===== src/pkg/pcasp_defines.svh =====
// Constants for the area 6 card status and paging block
// Assumes a 32-bit Avalon-MM register bus with byte offsets
`ifndef PCASP_DEFINES_SVH
`define PCASP_DEFINES_SVH
`define PCASP_ADDR_W        4
`define PCASP_OFF_GCR       4'h0
`define PCASP_OFF_STATUS    4'h4
`define PCASP_OFF_IRQ_STAT  4'h8
`define PCASP_OFF_IRQ_MASK  4'hc
`define PCASP_OFF_CSC       4'h1
`define PCASP_GCR_RESET_B   0
`define PCASP_GCR_PAGE_LO_B 1
`define PCASP_GCR_PAGE_HI_B 2
`define PCASP_GCR_IOTYPE_B  3
`define PCASP_GCR_MASK      8'h0f
`define PCASP_GCR_RST_VAL   8'h00
`define PCASP_ST_RDY_B      7
`define PCASP_ST_WP_B       6
`define PCASP_ST_B2_B       1
`define PCASP_ST_B1_B       0
`define PCASP_IRQ_W         4
`define PCASP_SPACE_ATTR    2'h0
`define PCASP_SPACE_IO      2'h1
`define PCASP_SPACE_COMMON  2'h2
`endif


===== src/pkg/pcasp_pkg.sv =====
// Types for the area 6 card status and paging block
// Assumes pcasp_defines.svh is on the include path
package pcasp_pkg;
    typedef logic [1:0] pcasp_space_t;
    typedef enum logic [1:0] {
        PCASP_IDLE,
        PCASP_ANSWER
    } pcasp_bus_state_t;
endpackage


===== src/rtl/pcasp_core.sv =====
// Area 6 card status, address paging and status change events
// Assumes inputs synchronous to ref_clk and an Avalon-MM master
//
// The implementer's own choices: the placing of the registers and register access over Avalon-MM.
`timescale 1ns/1ns
`include "pcasp_defines.svh"

// Notes on behaviour
// - Paging bits act only on common memory, never attribute or I/O space.
// - 16-Mbyte mode drives card A25/A24 from control bits 2 and 1.
// - After reset the high paging bit, driving A25, reads zero.
// - Status bit 7 shows ready/busy for memory cards, IREQ for I/O cards.
// - Status bit 6 shows write protect for memory cards, zero for I/O.
// - Status bits 1 and 0 show BVD2/BVD1 or speaker/status-changed.
module pcasp_core #(
    parameter int ADDR_W = `PCASP_ADDR_W
) (
    input  wire logic                ref_clk,
    input  wire logic                srst,
    input  wire logic [ADDR_W-1:0]   avs_address,
    input  wire logic                avs_read,
    input  wire logic                avs_write,
    input  wire logic [31:0]         avs_writedata,
    input  wire logic [3:0]          avs_byteenable,
    output logic      [31:0]         avs_readdata,
    output logic                     avs_waitrequest,
    input  wire logic                card_access,
    input  wire pcasp_pkg::pcasp_space_t card_space,
    input  wire logic [25:24]        cpu_addr_hi,
    input  wire logic                pin_ready,
    input  wire logic                pin_write_protect,
    input  wire logic                pin_bvd2_spkr,
    input  wire logic                pin_bvd1_stschg,
    input  wire logic                pin_cd1,
    input  wire logic                pin_cd2,
    output logic                     card_addr_page_hi,
    output logic                     card_addr_page_lo,
    output logic                     space_select_out,
    output logic                     card_reset_out,
    output logic                     irq
);
    import pcasp_pkg::*;

    // Refuse an address bus too narrow for the register map
    if (ADDR_W < 4) begin : g_bad_addr_w
        $error("ADDR_W must be at least 4");
    end

    logic [7:0]               gcr;
    logic [7:0]               area6_card_status;
    logic [`PCASP_IRQ_W-1:0]  card_status_change_reg;
    logic [`PCASP_IRQ_W-1:0]  irq_mask;
    logic [`PCASP_IRQ_W-1:0]  pins_q;
    pcasp_bus_state_t         bus_state;

    wire io_type   = gcr[`PCASP_GCR_IOTYPE_B];
    wire is_common = (card_space == `PCASP_SPACE_COMMON);
    wire sel_gcr   = (avs_address == ADDR_W'(`PCASP_OFF_GCR));
    wire sel_st    = (avs_address == ADDR_W'(`PCASP_OFF_STATUS));
    wire sel_is    = (avs_address == ADDR_W'(`PCASP_OFF_IRQ_STAT));
    wire sel_im    = (avs_address == ADDR_W'(`PCASP_OFF_IRQ_MASK));
    wire bus_req   = avs_read | avs_write;
    wire take      = bus_req && (bus_state == PCASP_IDLE);
    // Writes land at the edge that completes the transfer
    wire commit    = bus_req && (bus_state == PCASP_ANSWER);
    wire wr_lo     = commit && avs_write && avs_byteenable[0];

    // Status view per card interface type
    wire [7:0] next_status = {
        pin_ready,
        io_type ? 1'b0 : pin_write_protect,
        4'h0,
        pin_bvd2_spkr,
        pin_bvd1_stschg
    };

    wire [`PCASP_IRQ_W-1:0] pins_now =
        {pin_cd2, pin_cd1, pin_bvd1_stschg, pin_ready};
    wire [`PCASP_IRQ_W-1:0] evt = pins_now ^ pins_q;
    wire [`PCASP_IRQ_W-1:0] w1c =
        (wr_lo && sel_is) ? avs_writedata[`PCASP_IRQ_W-1:0]
                          : {`PCASP_IRQ_W{1'b0}};

    wire [31:0] rd_mux =
        sel_gcr ? {24'h0, gcr} :
        sel_st  ? {24'h0, area6_card_status} :
        sel_is  ? {28'h0, card_status_change_reg} :
        sel_im  ? {28'h0, irq_mask} : 32'h0;

    // Paging applies to common memory only
    wire next_hi = (card_access && is_common) ?
                   gcr[`PCASP_GCR_PAGE_HI_B] : cpu_addr_hi[25];
    wire next_lo = (card_access && is_common) ?
                   gcr[`PCASP_GCR_PAGE_LO_B] : cpu_addr_hi[24];

    always_ff @(posedge ref_clk) begin
        if (srst) begin
            gcr <= `PCASP_GCR_RST_VAL;
        end else if (wr_lo && sel_gcr) begin
            gcr <= avs_writedata[7:0] & `PCASP_GCR_MASK;
        end
    end

    // Set wins over write-one-to-clear
    always_ff @(posedge ref_clk) begin
        if (srst) begin
            card_status_change_reg <= '0;
            irq_mask               <= '0;
            // Seeded from the pins so reset brings no false edge
            pins_q                 <= pins_now;
        end else begin
            pins_q <= pins_now;
            card_status_change_reg <= (card_status_change_reg & ~w1c) | evt;
            if (wr_lo && sel_im) begin
                irq_mask <= avs_writedata[`PCASP_IRQ_W-1:0];
            end
        end
    end

    always_ff @(posedge ref_clk) begin
        if (srst) begin
            area6_card_status <= 8'h00;
            card_addr_page_hi <= 1'b0;
            card_addr_page_lo <= 1'b0;
            space_select_out  <= 1'b0;
            card_reset_out    <= 1'b0;
            irq               <= 1'b0;
        end else begin
            area6_card_status <= next_status;
            card_addr_page_hi <= next_hi;
            card_addr_page_lo <= next_lo;
            space_select_out  <= card_access && is_common;
            card_reset_out    <= gcr[`PCASP_GCR_RESET_B];
            irq <= |(card_status_change_reg & irq_mask);
        end
    end

    // Each request answered in the cycle after it is taken
    always_ff @(posedge ref_clk) begin
        if (srst) begin
            bus_state       <= PCASP_IDLE;
            avs_waitrequest <= 1'b1;
            avs_readdata    <= 32'h0;
        end else begin
            case (bus_state)
                PCASP_IDLE: begin
                    if (bus_req) begin
                        bus_state       <= PCASP_ANSWER;
                        avs_waitrequest <= 1'b0;
                        avs_readdata    <= avs_read ? rd_mux : 32'h0;
                    end
                end
                PCASP_ANSWER: begin
                    bus_state       <= PCASP_IDLE;
                    avs_waitrequest <= 1'b1;
                end
                default: begin
                    bus_state       <= PCASP_IDLE;
                    avs_waitrequest <= 1'b1;
                end
            endcase
        end
    end

    property p_page_common;
        @(posedge ref_clk) disable iff (srst)
        (card_access && is_common) |=>
            card_addr_page_hi == $past(gcr[`PCASP_GCR_PAGE_HI_B]);
    endproperty
    a_page_common: assert property (p_page_common)
        else $error("A25 page bit not driven from control bit 2");

    property p_page_other;
        @(posedge ref_clk) disable iff (srst)
        (card_access && !is_common) |=>
            {card_addr_page_hi, card_addr_page_lo} == $past(cpu_addr_hi);
    endproperty
    a_page_other: assert property (p_page_other)
        else $error("Paging affected non-common access");

    property p_hi_reset;
        @(posedge ref_clk) $fell(srst) |-> !gcr[`PCASP_GCR_PAGE_HI_B];
    endproperty
    a_hi_reset: assert property (p_hi_reset)
        else $error("High paging bit not zero after reset");

    property p_rdy;
        @(posedge ref_clk) disable iff (srst)
        1 |=> area6_card_status[`PCASP_ST_RDY_B] == $past(pin_ready);
    endproperty
    a_rdy: assert property (p_rdy)
        else $error("Status bit 7 does not follow ready pin");

    property p_wp_io;
        @(posedge ref_clk) disable iff (srst)
        io_type ##1 io_type |-> !area6_card_status[`PCASP_ST_WP_B];
    endproperty
    a_wp_io: assert property (p_wp_io)
        else $error("Status bit 6 nonzero for I/O card");

    property p_bvd;
        @(posedge ref_clk) disable iff (srst)
        1 |=> area6_card_status[1:0] ==
              $past({pin_bvd2_spkr, pin_bvd1_stschg});
    endproperty
    a_bvd: assert property (p_bvd)
        else $error("Status bits 1..0 do not follow pins");

    property p_space;
        @(posedge ref_clk) disable iff (srst)
        (card_access && is_common) |=> space_select_out;
    endproperty
    a_space: assert property (p_space)
        else $error("Space output low for common memory");

    property p_space_low;
        @(posedge ref_clk) disable iff (srst)
        !(card_access && is_common) |=> !space_select_out;
    endproperty
    a_space_low: assert property (p_space_low)
        else $error("Space output high outside common memory");

    property p_card_reset;
        @(posedge ref_clk) disable iff (srst)
        1 |=> card_reset_out == $past(gcr[`PCASP_GCR_RESET_B]);
    endproperty
    a_card_reset: assert property (p_card_reset)
        else $error("Card reset output does not follow control bit");

    property p_answer;
        @(posedge ref_clk) disable iff (srst)
        take |=> !avs_waitrequest ##1 avs_waitrequest;
    endproperty
    a_answer: assert property (p_answer)
        else $error("Bus answer not one cycle after request");

    c_io_read: cover property (@(posedge ref_clk) disable iff (srst)
        io_type && take && avs_read && sel_st);
    c_page: cover property (@(posedge ref_clk) disable iff (srst)
        card_access && is_common && card_addr_page_hi);
    c_irq: cover property (@(posedge ref_clk) disable iff (srst)
        $rose(irq));
endmodule


===== config.mk =====
export PLATFORM = sky130hd
export DESIGN_NAME = pcasp_core
export DESIGN_NICKNAME = d
export VERILOG_FILES = /design/src/pkg/pcasp_pkg.sv /design/src/rtl/pcasp_core.sv
export VERILOG_INCLUDE_DIRS = /design/src /design/src/pkg
export SDC_FILE = /design/constraint.sdc
export NUM_CORES = 1
export LEC_CHECK = 0
export BUFFER_PORTS_ARGS = -buffer_cell sky130_fd_sc_hd__buf_4
export CORE_MARGIN = 2
export CORE_UTILIZATION = 27
export DETAILED_ROUTE_END_ITERATION = 6
export GPL_TIMING_DRIVEN = 0
export PLACE_DENSITY = 0.67
export SLEW_MARGIN = 30
export SYNTH_ARGS = -nofsm -noshare
export SYNTH_HDL_FRONTEND = slang
export SYNTH_SLANG_ARGS = --single-unit

===== constraint.sdc =====
create_clock -name ref_clk -period 1.3 [get_ports ref_clk]
set_input_delay 0.065 -clock ref_clk [delete_from_list [all_inputs] [get_ports ref_clk]]
set_output_delay 0.065 -clock ref_clk [all_outputs]
set_load 0.05 [all_outputs]

* Yosys cells after proc, flatten, opt, wreduce, memory -nomap -nowiden
Index checks and enable logic that the tools add are counted.
Widths: inputs -> output; s select.
** Storage, ports and cells
- Register bits :: 63
- Input bits :: 55
- Output and inout port bits :: 38
- Word-level logic and storage cells :: 47
** Cells by class
- Equal/unequal tests :: 4
- Mux-type cells :: 8
- Bitwise operators :: 7
- Reductions and logical operators :: 13
** Operator list (count)
- $mux 8 :: 3
- $mux 4 :: 3
- $and 4x4->4 :: 2
- $eq 4x4->1 const B :: 2
- $logic_and 1x1->1 :: 7
- $eq 4x3->1 const B :: 1
- $logic_not 4->1 :: 1
- $not 4->4 :: 1
- $or 4x4->4 :: 1
- $reduce_or 2->1 :: 2
- $reduce_or 4->1 :: 1
- $xor 4x4->4 :: 1
- $eq 2x2->1 const B :: 1
- $logic_not 2->1 :: 1
- $mux 1 :: 2
- $reduce_and 2->1 :: 1
- $not 1->1 :: 1
- $or 1x1->1 :: 1

* Logic depth before layout (Yosys ltp)
Gate-level depths: netlist (run 1).
- Depth in word-level cells :: 9
- Depth in mapped cells :: 4
- Gate-level depth less buffers :: 3

* Least setup slack after synthesis (run 1)
OpenSTA, ideal clock, no wires.
- Kind :: register -> register
- From :: reg bus_state[0]
- To :: reg avs_readdata[0]
- Arrival :: 1154 ps
- Required time :: 1238 ps
- Path slack :: 84 ps
- Cell stages (with the launch flop) :: 4
- Path buffers :: 0
- Period minus slack after synthesis :: 1216 ps
- Cell sequence :: dfxtp_1 -> or3b_2 -> nor3_1 -> a32o_1
** On the way
- Cells in the longest elaborated chain, start to end :: 2
** Ends and longest elaborated chain
- start, declared :: RTL line pcasp_core.sv:54 : pcasp_bus_state_t bus_state;
- start signal, assigned :: RTL line pcasp_core.sv:141 : bus_state <= PCASP_IDLE;
- start signal, assigned :: RTL line pcasp_core.sv:148 : bus_state <= PCASP_ANSWER;
- start signal, assigned :: RTL line pcasp_core.sv:154 : bus_state <= PCASP_IDLE;
- $logic_not 2->1 :: RTL line pcasp_core.sv:145 : case (bus_state)
- $reduce_and 2->1 (no line)
- end signal, assigned :: RTL line pcasp_core.sv:150 : avs_readdata <= avs_read ? rd_mux : 32'h0;
- end, declared :: RTL line pcasp_core.sv:25 : output logic [31:0] avs_readdata,
No other way between the ends.
A chain may end at the register's enable or synchronous reset.

* Final worst setup path (run 1)
- From :: reg bus_state[0]
- To :: reg card_status_change_reg[0]
** On the way
- Cells in the longest elaborated chain, start to end :: 8
** Ends and longest elaborated chain
- $logic_and 1x1->1 :: RTL line pcasp_core.sv:65 : wire commit = bus_req && (bus_state == PCASP_ANSWER);
- $logic_and 1x1->1 (2 in a row) :: RTL line pcasp_core.sv:66 : wire wr_lo = commit && avs_write && avs_byteenable[0];
- $logic_and 1x1->1 :: RTL line pcasp_core.sv:81 : (wr_lo && sel_is) ? avs_writedata[`PCASP_IRQ_W-1:0]
- $mux 4 :: RTL line pcasp_core.sv:81
- $not 4->4 :: RTL line pcasp_core.sv:113 : card_status_change_reg <= (card_status_change_reg & ~w1c) | evt;
- $and 4x4->4 :: RTL line pcasp_core.sv:113
- $or 4x4->4 :: RTL line pcasp_core.sv:113
- end signal, assigned :: RTL line pcasp_core.sv:113
- end, declared :: RTL line pcasp_core.sv:51 : logic [`PCASP_IRQ_W-1:0] card_status_change_reg;
No other way between the ends.

==> impl_metrics.ini, run 1 <==
[status]
status = complete, no violations

[placement]
placedCellCount = 283
portBuffers = 33
dp_hpwl_um = 2510
place.gp.congestion = 0.8214

[synthesis]
syn_area_per_cell_um2 = 9.541
ys.warnings.count = 0
synth_compound_area_share_pct = 18.36
synth-seq-cells = 33
yosysTopAreaCellShare_pct = 44.67
synth_area_um2 = 1479
synth_area_leader_cell = dfxtp_1
synth_seq_area_share_pct = 44.67
synth_mux_area_share_pct = 3.553
synth_cells = 155
synth_simple_gate_area_share_pct = 14.13
synth.area.top_cells = dfxtp_1 (45%), buf_4 (13%), a21oi_1 (4.4%)
synth-edff-count = 0
ys.flop_type = dfxtp_1
synth_fa_ha_area_share_pct = 0
synth_cell_type_count = 36
synth-xor-area-share_pct = 2.369
synthArstFlopShare_pct = 0
synth_top_family_by_area = compound AO/OA/AOI/OAI gates

[pwr]
vdd_drop_max_uv = 610.7
p_per_area_nw_per_um2 = 1219
leakagePower_nw = 0.9458

[global_routing]
grt_use_met3_pct = 5.057
grt_max_degree = 13
use_met2_pct = 15.52
track_usage_pct = 11.18
antenna_found_initial = 0
grt.overflow.total = 0
grt_pass1_vias = 1070
top_usage_layer = met2
use_met1_pct = 14.89
grt_pass1_wl_um = 5209

[sta]
finalSetupTns_ns = 0
slew_viol_final = 0
hold_ws_ns = 0.01253
period_minus_slack_ns = 1.139
setup_viol = 0
skew_ns = 0.005285
slew_headroom_pct = 49.74
finalHoldViolCount = 0
clock.fmax_ghz = 0.8777
fin_crit_sh_pct = 87.65
worstMarginPinSlew_ns = 0.7434
rsz0062_at_grt = no

[floorplan]
start_util_pct = 28.41
rows = 26
fp.coreArea_um2 = 5205
die_h_um = 78.01
dieArea_um2 = 6086
die_w_um = 78.01
ios = 93

[worst_setup_path]
r2r-end = card_status_change_reg[0]$_SDFF_PP0_
r2r-start = bus_state[0]$_SDFFE_PP0N_
cp.arrival_ns = 1.29
timing_worst_setup_path_type = reg -> reg
r2r.worst_path.cells = 3
crit_path_max_fanout = 12
cp.required_ns = 1.45
r2r_slack_ns = 0.16
cp-end-kind = flop
critPathLaunchType = flop

[cells_and_area]
regMostFlops = avs_readdata
fillCellCount = 536
largest_reg_flops = 6
final_core_util_pct = 40.07
fin_cells = 295
layout-drive-gt1-share_pct = 33.78
area_delta_synth_final_pct = 41.03
nNetsFinal = 279
num_antenna_cells = 0
final_common_cell = buf_4
final_cell_mix = buf_4 (59), dfxtp_1 (33), conb_1 (26)

[clock_network]
cts_sinks = 33
clk_pin_slew_ns = 0.07
numCtsBuffers = 5
insertion_delay_ns = 0.29
root_buffer = clkbuf_8
h-tree-depth = 2
cts_tree = built
cts_buffer_depth = 2

[hold_path]
hold_depth = 3
hold_end = card_addr_page_lo$_SDFF_PP0_
min_from = cpu_addr_hi[24]
hp-class = in -> reg

[route]
routed_wl_um = 3358
num_vias = 1276
first_iter_violations = 94
avgViaCountPerCell = 4.325
wire_per_inst_um = 11.38
drc = 0
first_pass_iters = 4
ant_nets = 0

[flow_run]
cap_violations = 0
-- through the flow --
stage,total power [W],area (um2),worst slack [ns]
floorplan,0.001450,1573,0.08428
CTS,0.002573,2076,0.04117
finish,0.002542,2086,0.1606
global route,0.002649,2086,0.01151
detailed placement,0.001557,1908,-0.1707
global placement,0.001554,1908,-0.1675
-- worst max-delay path: stages, from the launching register on --
cell and delay [ns]:
dfxtp_1 0.39, and3_2 0.35, a41o_1 0.21, a21oi_1 0.06
-- power by group --
part	internal, W	switching, W
combinational	0.000178	0.000307
sequential	0.00105	0.0000212
clock	0.000624	0.000364
total	0.00185	0.000692
-- final cells by class --
class / count / area (um2) / area share [%]
Inverter: 5 / 18.77 / 0.8998
Tap cell: 70 / 87.58 / 4.199
Sequential cell: 33 / 660.6 / 31.67
Multi-Input combinational cell: 110 / 680.7 / 32.63
Timing Repair Buffer: 38 / 297.8 / 14.28
Clock buffer: 7 / 86.33 / 4.139
Buffer: 31 / 224.0 / 10.74
Clock inverter: 1 / 30.03 / 1.440
-- kinds of logic after synthesis --
| logic type | count (synthesis) |
|---|---|
| other cells | 1 |
| buf+inv | 37 |
| xor+xnor | 4 |
| compound gates | 40 |
| simple gates | 35 |
| mux | 5 |
| flops | 33 |
-- layer usage --
layer / share of wire [%] / up-vias
met3: 11 / 6
met4: 1.6 / 0
met5: 0 / -
li1: - / 638
met2: 43 / 63
met1: 45 / 569
-- timing repair --
action	in CTS	in global routing
endpoints found under the hold margin	5	0
hold buffers	5	0
endpoints found under the setup margin	8	8
gates resized for setup	1	3
buffers inserted	0	0
pin swaps	0	0
cloned	0	0
-- synth_stat cells, drive strengths merged, types with 2 or more instances --
| master | count |
|---|---|
| dfxtp | 33 |
| buf | 29 |
| a21oi | 13 |
| nand3 | 9 |
| o21ai | 8 |
| nor2 | 7 |
| nor2b | 6 |
| inv | 5 |
| a22oi | 4 |
| a41o | 4 |
| xnor2 | 4 |
| clkbuf | 3 |
| mux2i | 3 |
| a2bb2oi | 2 |
| a32o | 2 |
| a32oi | 2 |
| mux2 | 2 |
| nor3 | 2 |
| o2bb2ai | 2 |
-- worst max-delay path by stage --
stage | endpoint | slack, ns | depth (start not counted) | start
CTS | avs_readdata[0]$_SDFFE_PP0P_ | 0.04 | 3 | bus_state[0]$_SDFFE_PP0N_
global placement | avs_readdata[1]$_SDFFE_PP0P_ | -0.17 | 4 | avs_address[1]
finish | card_status_change_reg[0]$_SDFF_PP0_ | 0.16 | 3 | bus_state[0]$_SDFFE_PP0N_
detailed placement | avs_readdata[1]$_SDFFE_PP0P_ | -0.17 | 4 | avs_address[1]
global route | avs_readdata[1]$_SDFFE_PP0P_ | 0.01 | 4 | avs_address[1]
floorplan | avs_readdata[0]$_SDFFE_PP0P_ | 0.08 | 3 | bus_state[0]$_SDFFE_PP0N_
(Power assumes the default switching activity.)
==> run 2: changes to the inputs <==
Settings changed: CORE_MARGIN 2 to 1.5, CORE_UTILIZATION 27 to 38, PLACE_DENSITY 0.67 to 0.85.
==> impl_metrics.ini, run 2 (synthesized netlist as in run 1, its figures left out) <==
[cells_and_area]
nNetsFinal = 279
final_cell_mix = buf_4 (59), dfxtp_1 (33), conb_1 (26)
area_delta_synth_final_pct = 36.89
final_common_cell = buf_4
final_core_util_pct = 54.88
layout-drive-gt1-share_pct = 33.78
regMostFlops = avs_readdata
largest_reg_flops = 6
num_antenna_cells = 0

[sta]
clock.fmax_ghz = 0.8133
finalSetupTns_ns = 0
slew_headroom_pct = 41.55
finalHoldViolCount = 0
slew_viol_final = 0
skew_ns = 0.003040
worstMarginPinSlew_ns = 0.8646
fin_crit_sh_pct = 94.58
rsz0062_at_grt = no
period_minus_slack_ns = 1.230
setup_viol = 0

[clock_network]
cts_buffer_depth = 2
cts_tree = built
numCtsBuffers = 5
insertion_delay_ns = 0.28
cts_sinks = 33
post_cts_buffers = 0
clk_pin_slew_ns = 0.06
h-tree-depth = 2
root_buffer = clkbuf_8

[flow_run]
cap_violations = 0

[placement]
dp_hpwl_um = 2387
portBuffers = 33
place.gp.congestion = 0.8854

[route]
ant_nets = 0
avgViaCountPerCell = 4.597
routed_wl_um = 3170
first_iter_violations = 43
first_pass_iters = 4
wire_per_inst_um = 11.61
num_vias = 1255
drc = 0

[global_routing]
grt_max_degree = 13
antenna_found_initial = 0
track_usage_pct = 15.31
grt_pass1_wl_um = 4788
grt.overflow.total = 0
grt_pass1_vias = 1043

[pwr]
leakagePower_nw = 0.9323
swShare_pct = 30.13
power.switching_w = 0.0006885
clockPowerShare_pct = 31.9
seq_power_share_pct = 46.8
power_frac_comb_pct = 21.3
vdd_drop_max_uv = 610.4
p_per_area_nw_per_um2 = 1129
intPower_w = 0.001597

[hold_path]
hp-class = in -> reg

[worst_setup_path]
critPathLaunchType = input port
timing_worst_setup_path_type = in -> reg
crit_path_max_fanout = 7
cp.required_ns = 1.48
cp-end-kind = flop
cp.arrival_ns = 1.41

[floorplan]
die_h_um = 65.39
die_w_um = 65.39
fp.coreArea_um2 = 3689
ios = 93
start_util_pct = 40.09
rows = 22
dieArea_um2 = 4275

[status]
status = complete, no violations
## run 2: cell types whose count changed in the layout (fill, tap and decap cells not counted)
cell | previous run | this run
clkinv_2 | 0 | 2
bufinv_16 | 1 | 0
clkbuf_8 | 6 | 5
## run 2: path summary, 6_finish.rpt
kind	start	to	slack [ns]	cells after the start
worst max-delay path	avs_address[1]	avs_readdata[1]$_SDFFE_PP0P_	0.07	4
worst min-delay path	cpu_addr_hi[25]	card_addr_page_hi$_SDFF_PP0_	0.02	3
worst max register to register	bus_state[0]$_SDFFE_PP0N_	avs_readdata[0]$_SDFFE_PP0P_	0.11	3
worst min register to register	gcr[3]$_SDFFE_PP0P_	area6_card_status[6]$_SDFF_PP0_	0.46	1
## run 2: critical path, cell delays in order
cell and delay (ns):
buf_4 0.14, nor4b_1 0.77, a2bb2oi_1 0.15, a32o_1 0.28
## run 2: final cells by class
cell class	instances	area [um2]
repair buffers	38	297.8
clock buffers	6	72.57
flip-flops and latches	33	660.6
well taps	48	60.06
plain buffers	31	224.0
multi-input cells	110	680.7
inverters	5	18.77
clock inverters	2	10.01
fillers	347	1664
## run 2: metrics by stage
step / instance area [um2] / power (W) / std cells / setup WS [ns] / hold slack (ns)
5_1_grt: 2024 / 0.002396 / 273 / 0.006914 / 0.02283
4_1_cts: 2004 / 0.002296 / 272 / 0.02934 / 0.007832
3_5_place_dp: 1881 / 0.001557 / 261 / -0.2462 / 0.1875
6_report: 2024 / 0.002285 / 273 / 0.07043 / 0.02079
2_1_floorplan: 1573 / 0.001450 / 180 / 0.08428 / 0.09272
3_3_place_gp: 1881 / 0.001552 / 261 / -0.2036 / 0.1864
## run 2: power groups by stage
stage                     clock network (W)  logic (W)  registers (W)
final                              0.000729   0.000486        0.00107
after global routing               0.000809   0.000515        0.00107
after CTS                          0.000751   0.000477        0.00107
after detailed placement                  0   0.000466        0.00109
after global placement                    0   0.000462        0.00109
after floorplan                           0   0.000331        0.00112
## run 2: per-layer routing
| metal | vias up | global-route usage, % | part of all wire, % |
|---|---|---|---|
| li1 | 638 | - | - |
| met4 | 0 | 5.729 | 1.1 |
| met1 | 560 | 19.29 | 44 |
| met5 | - | 0 | 0 |
| met2 | 53 | 22.83 | 47 |
| met3 | 4 | 7.021 | 7.7 |
## run 2: what timing repair did
action / in CTS / in global routing
resized for setup: 1 / 3
hold endpoints to repair: 4 / 1
hold buffers: 4 / 1
setup endpoints to repair: 12 / 6
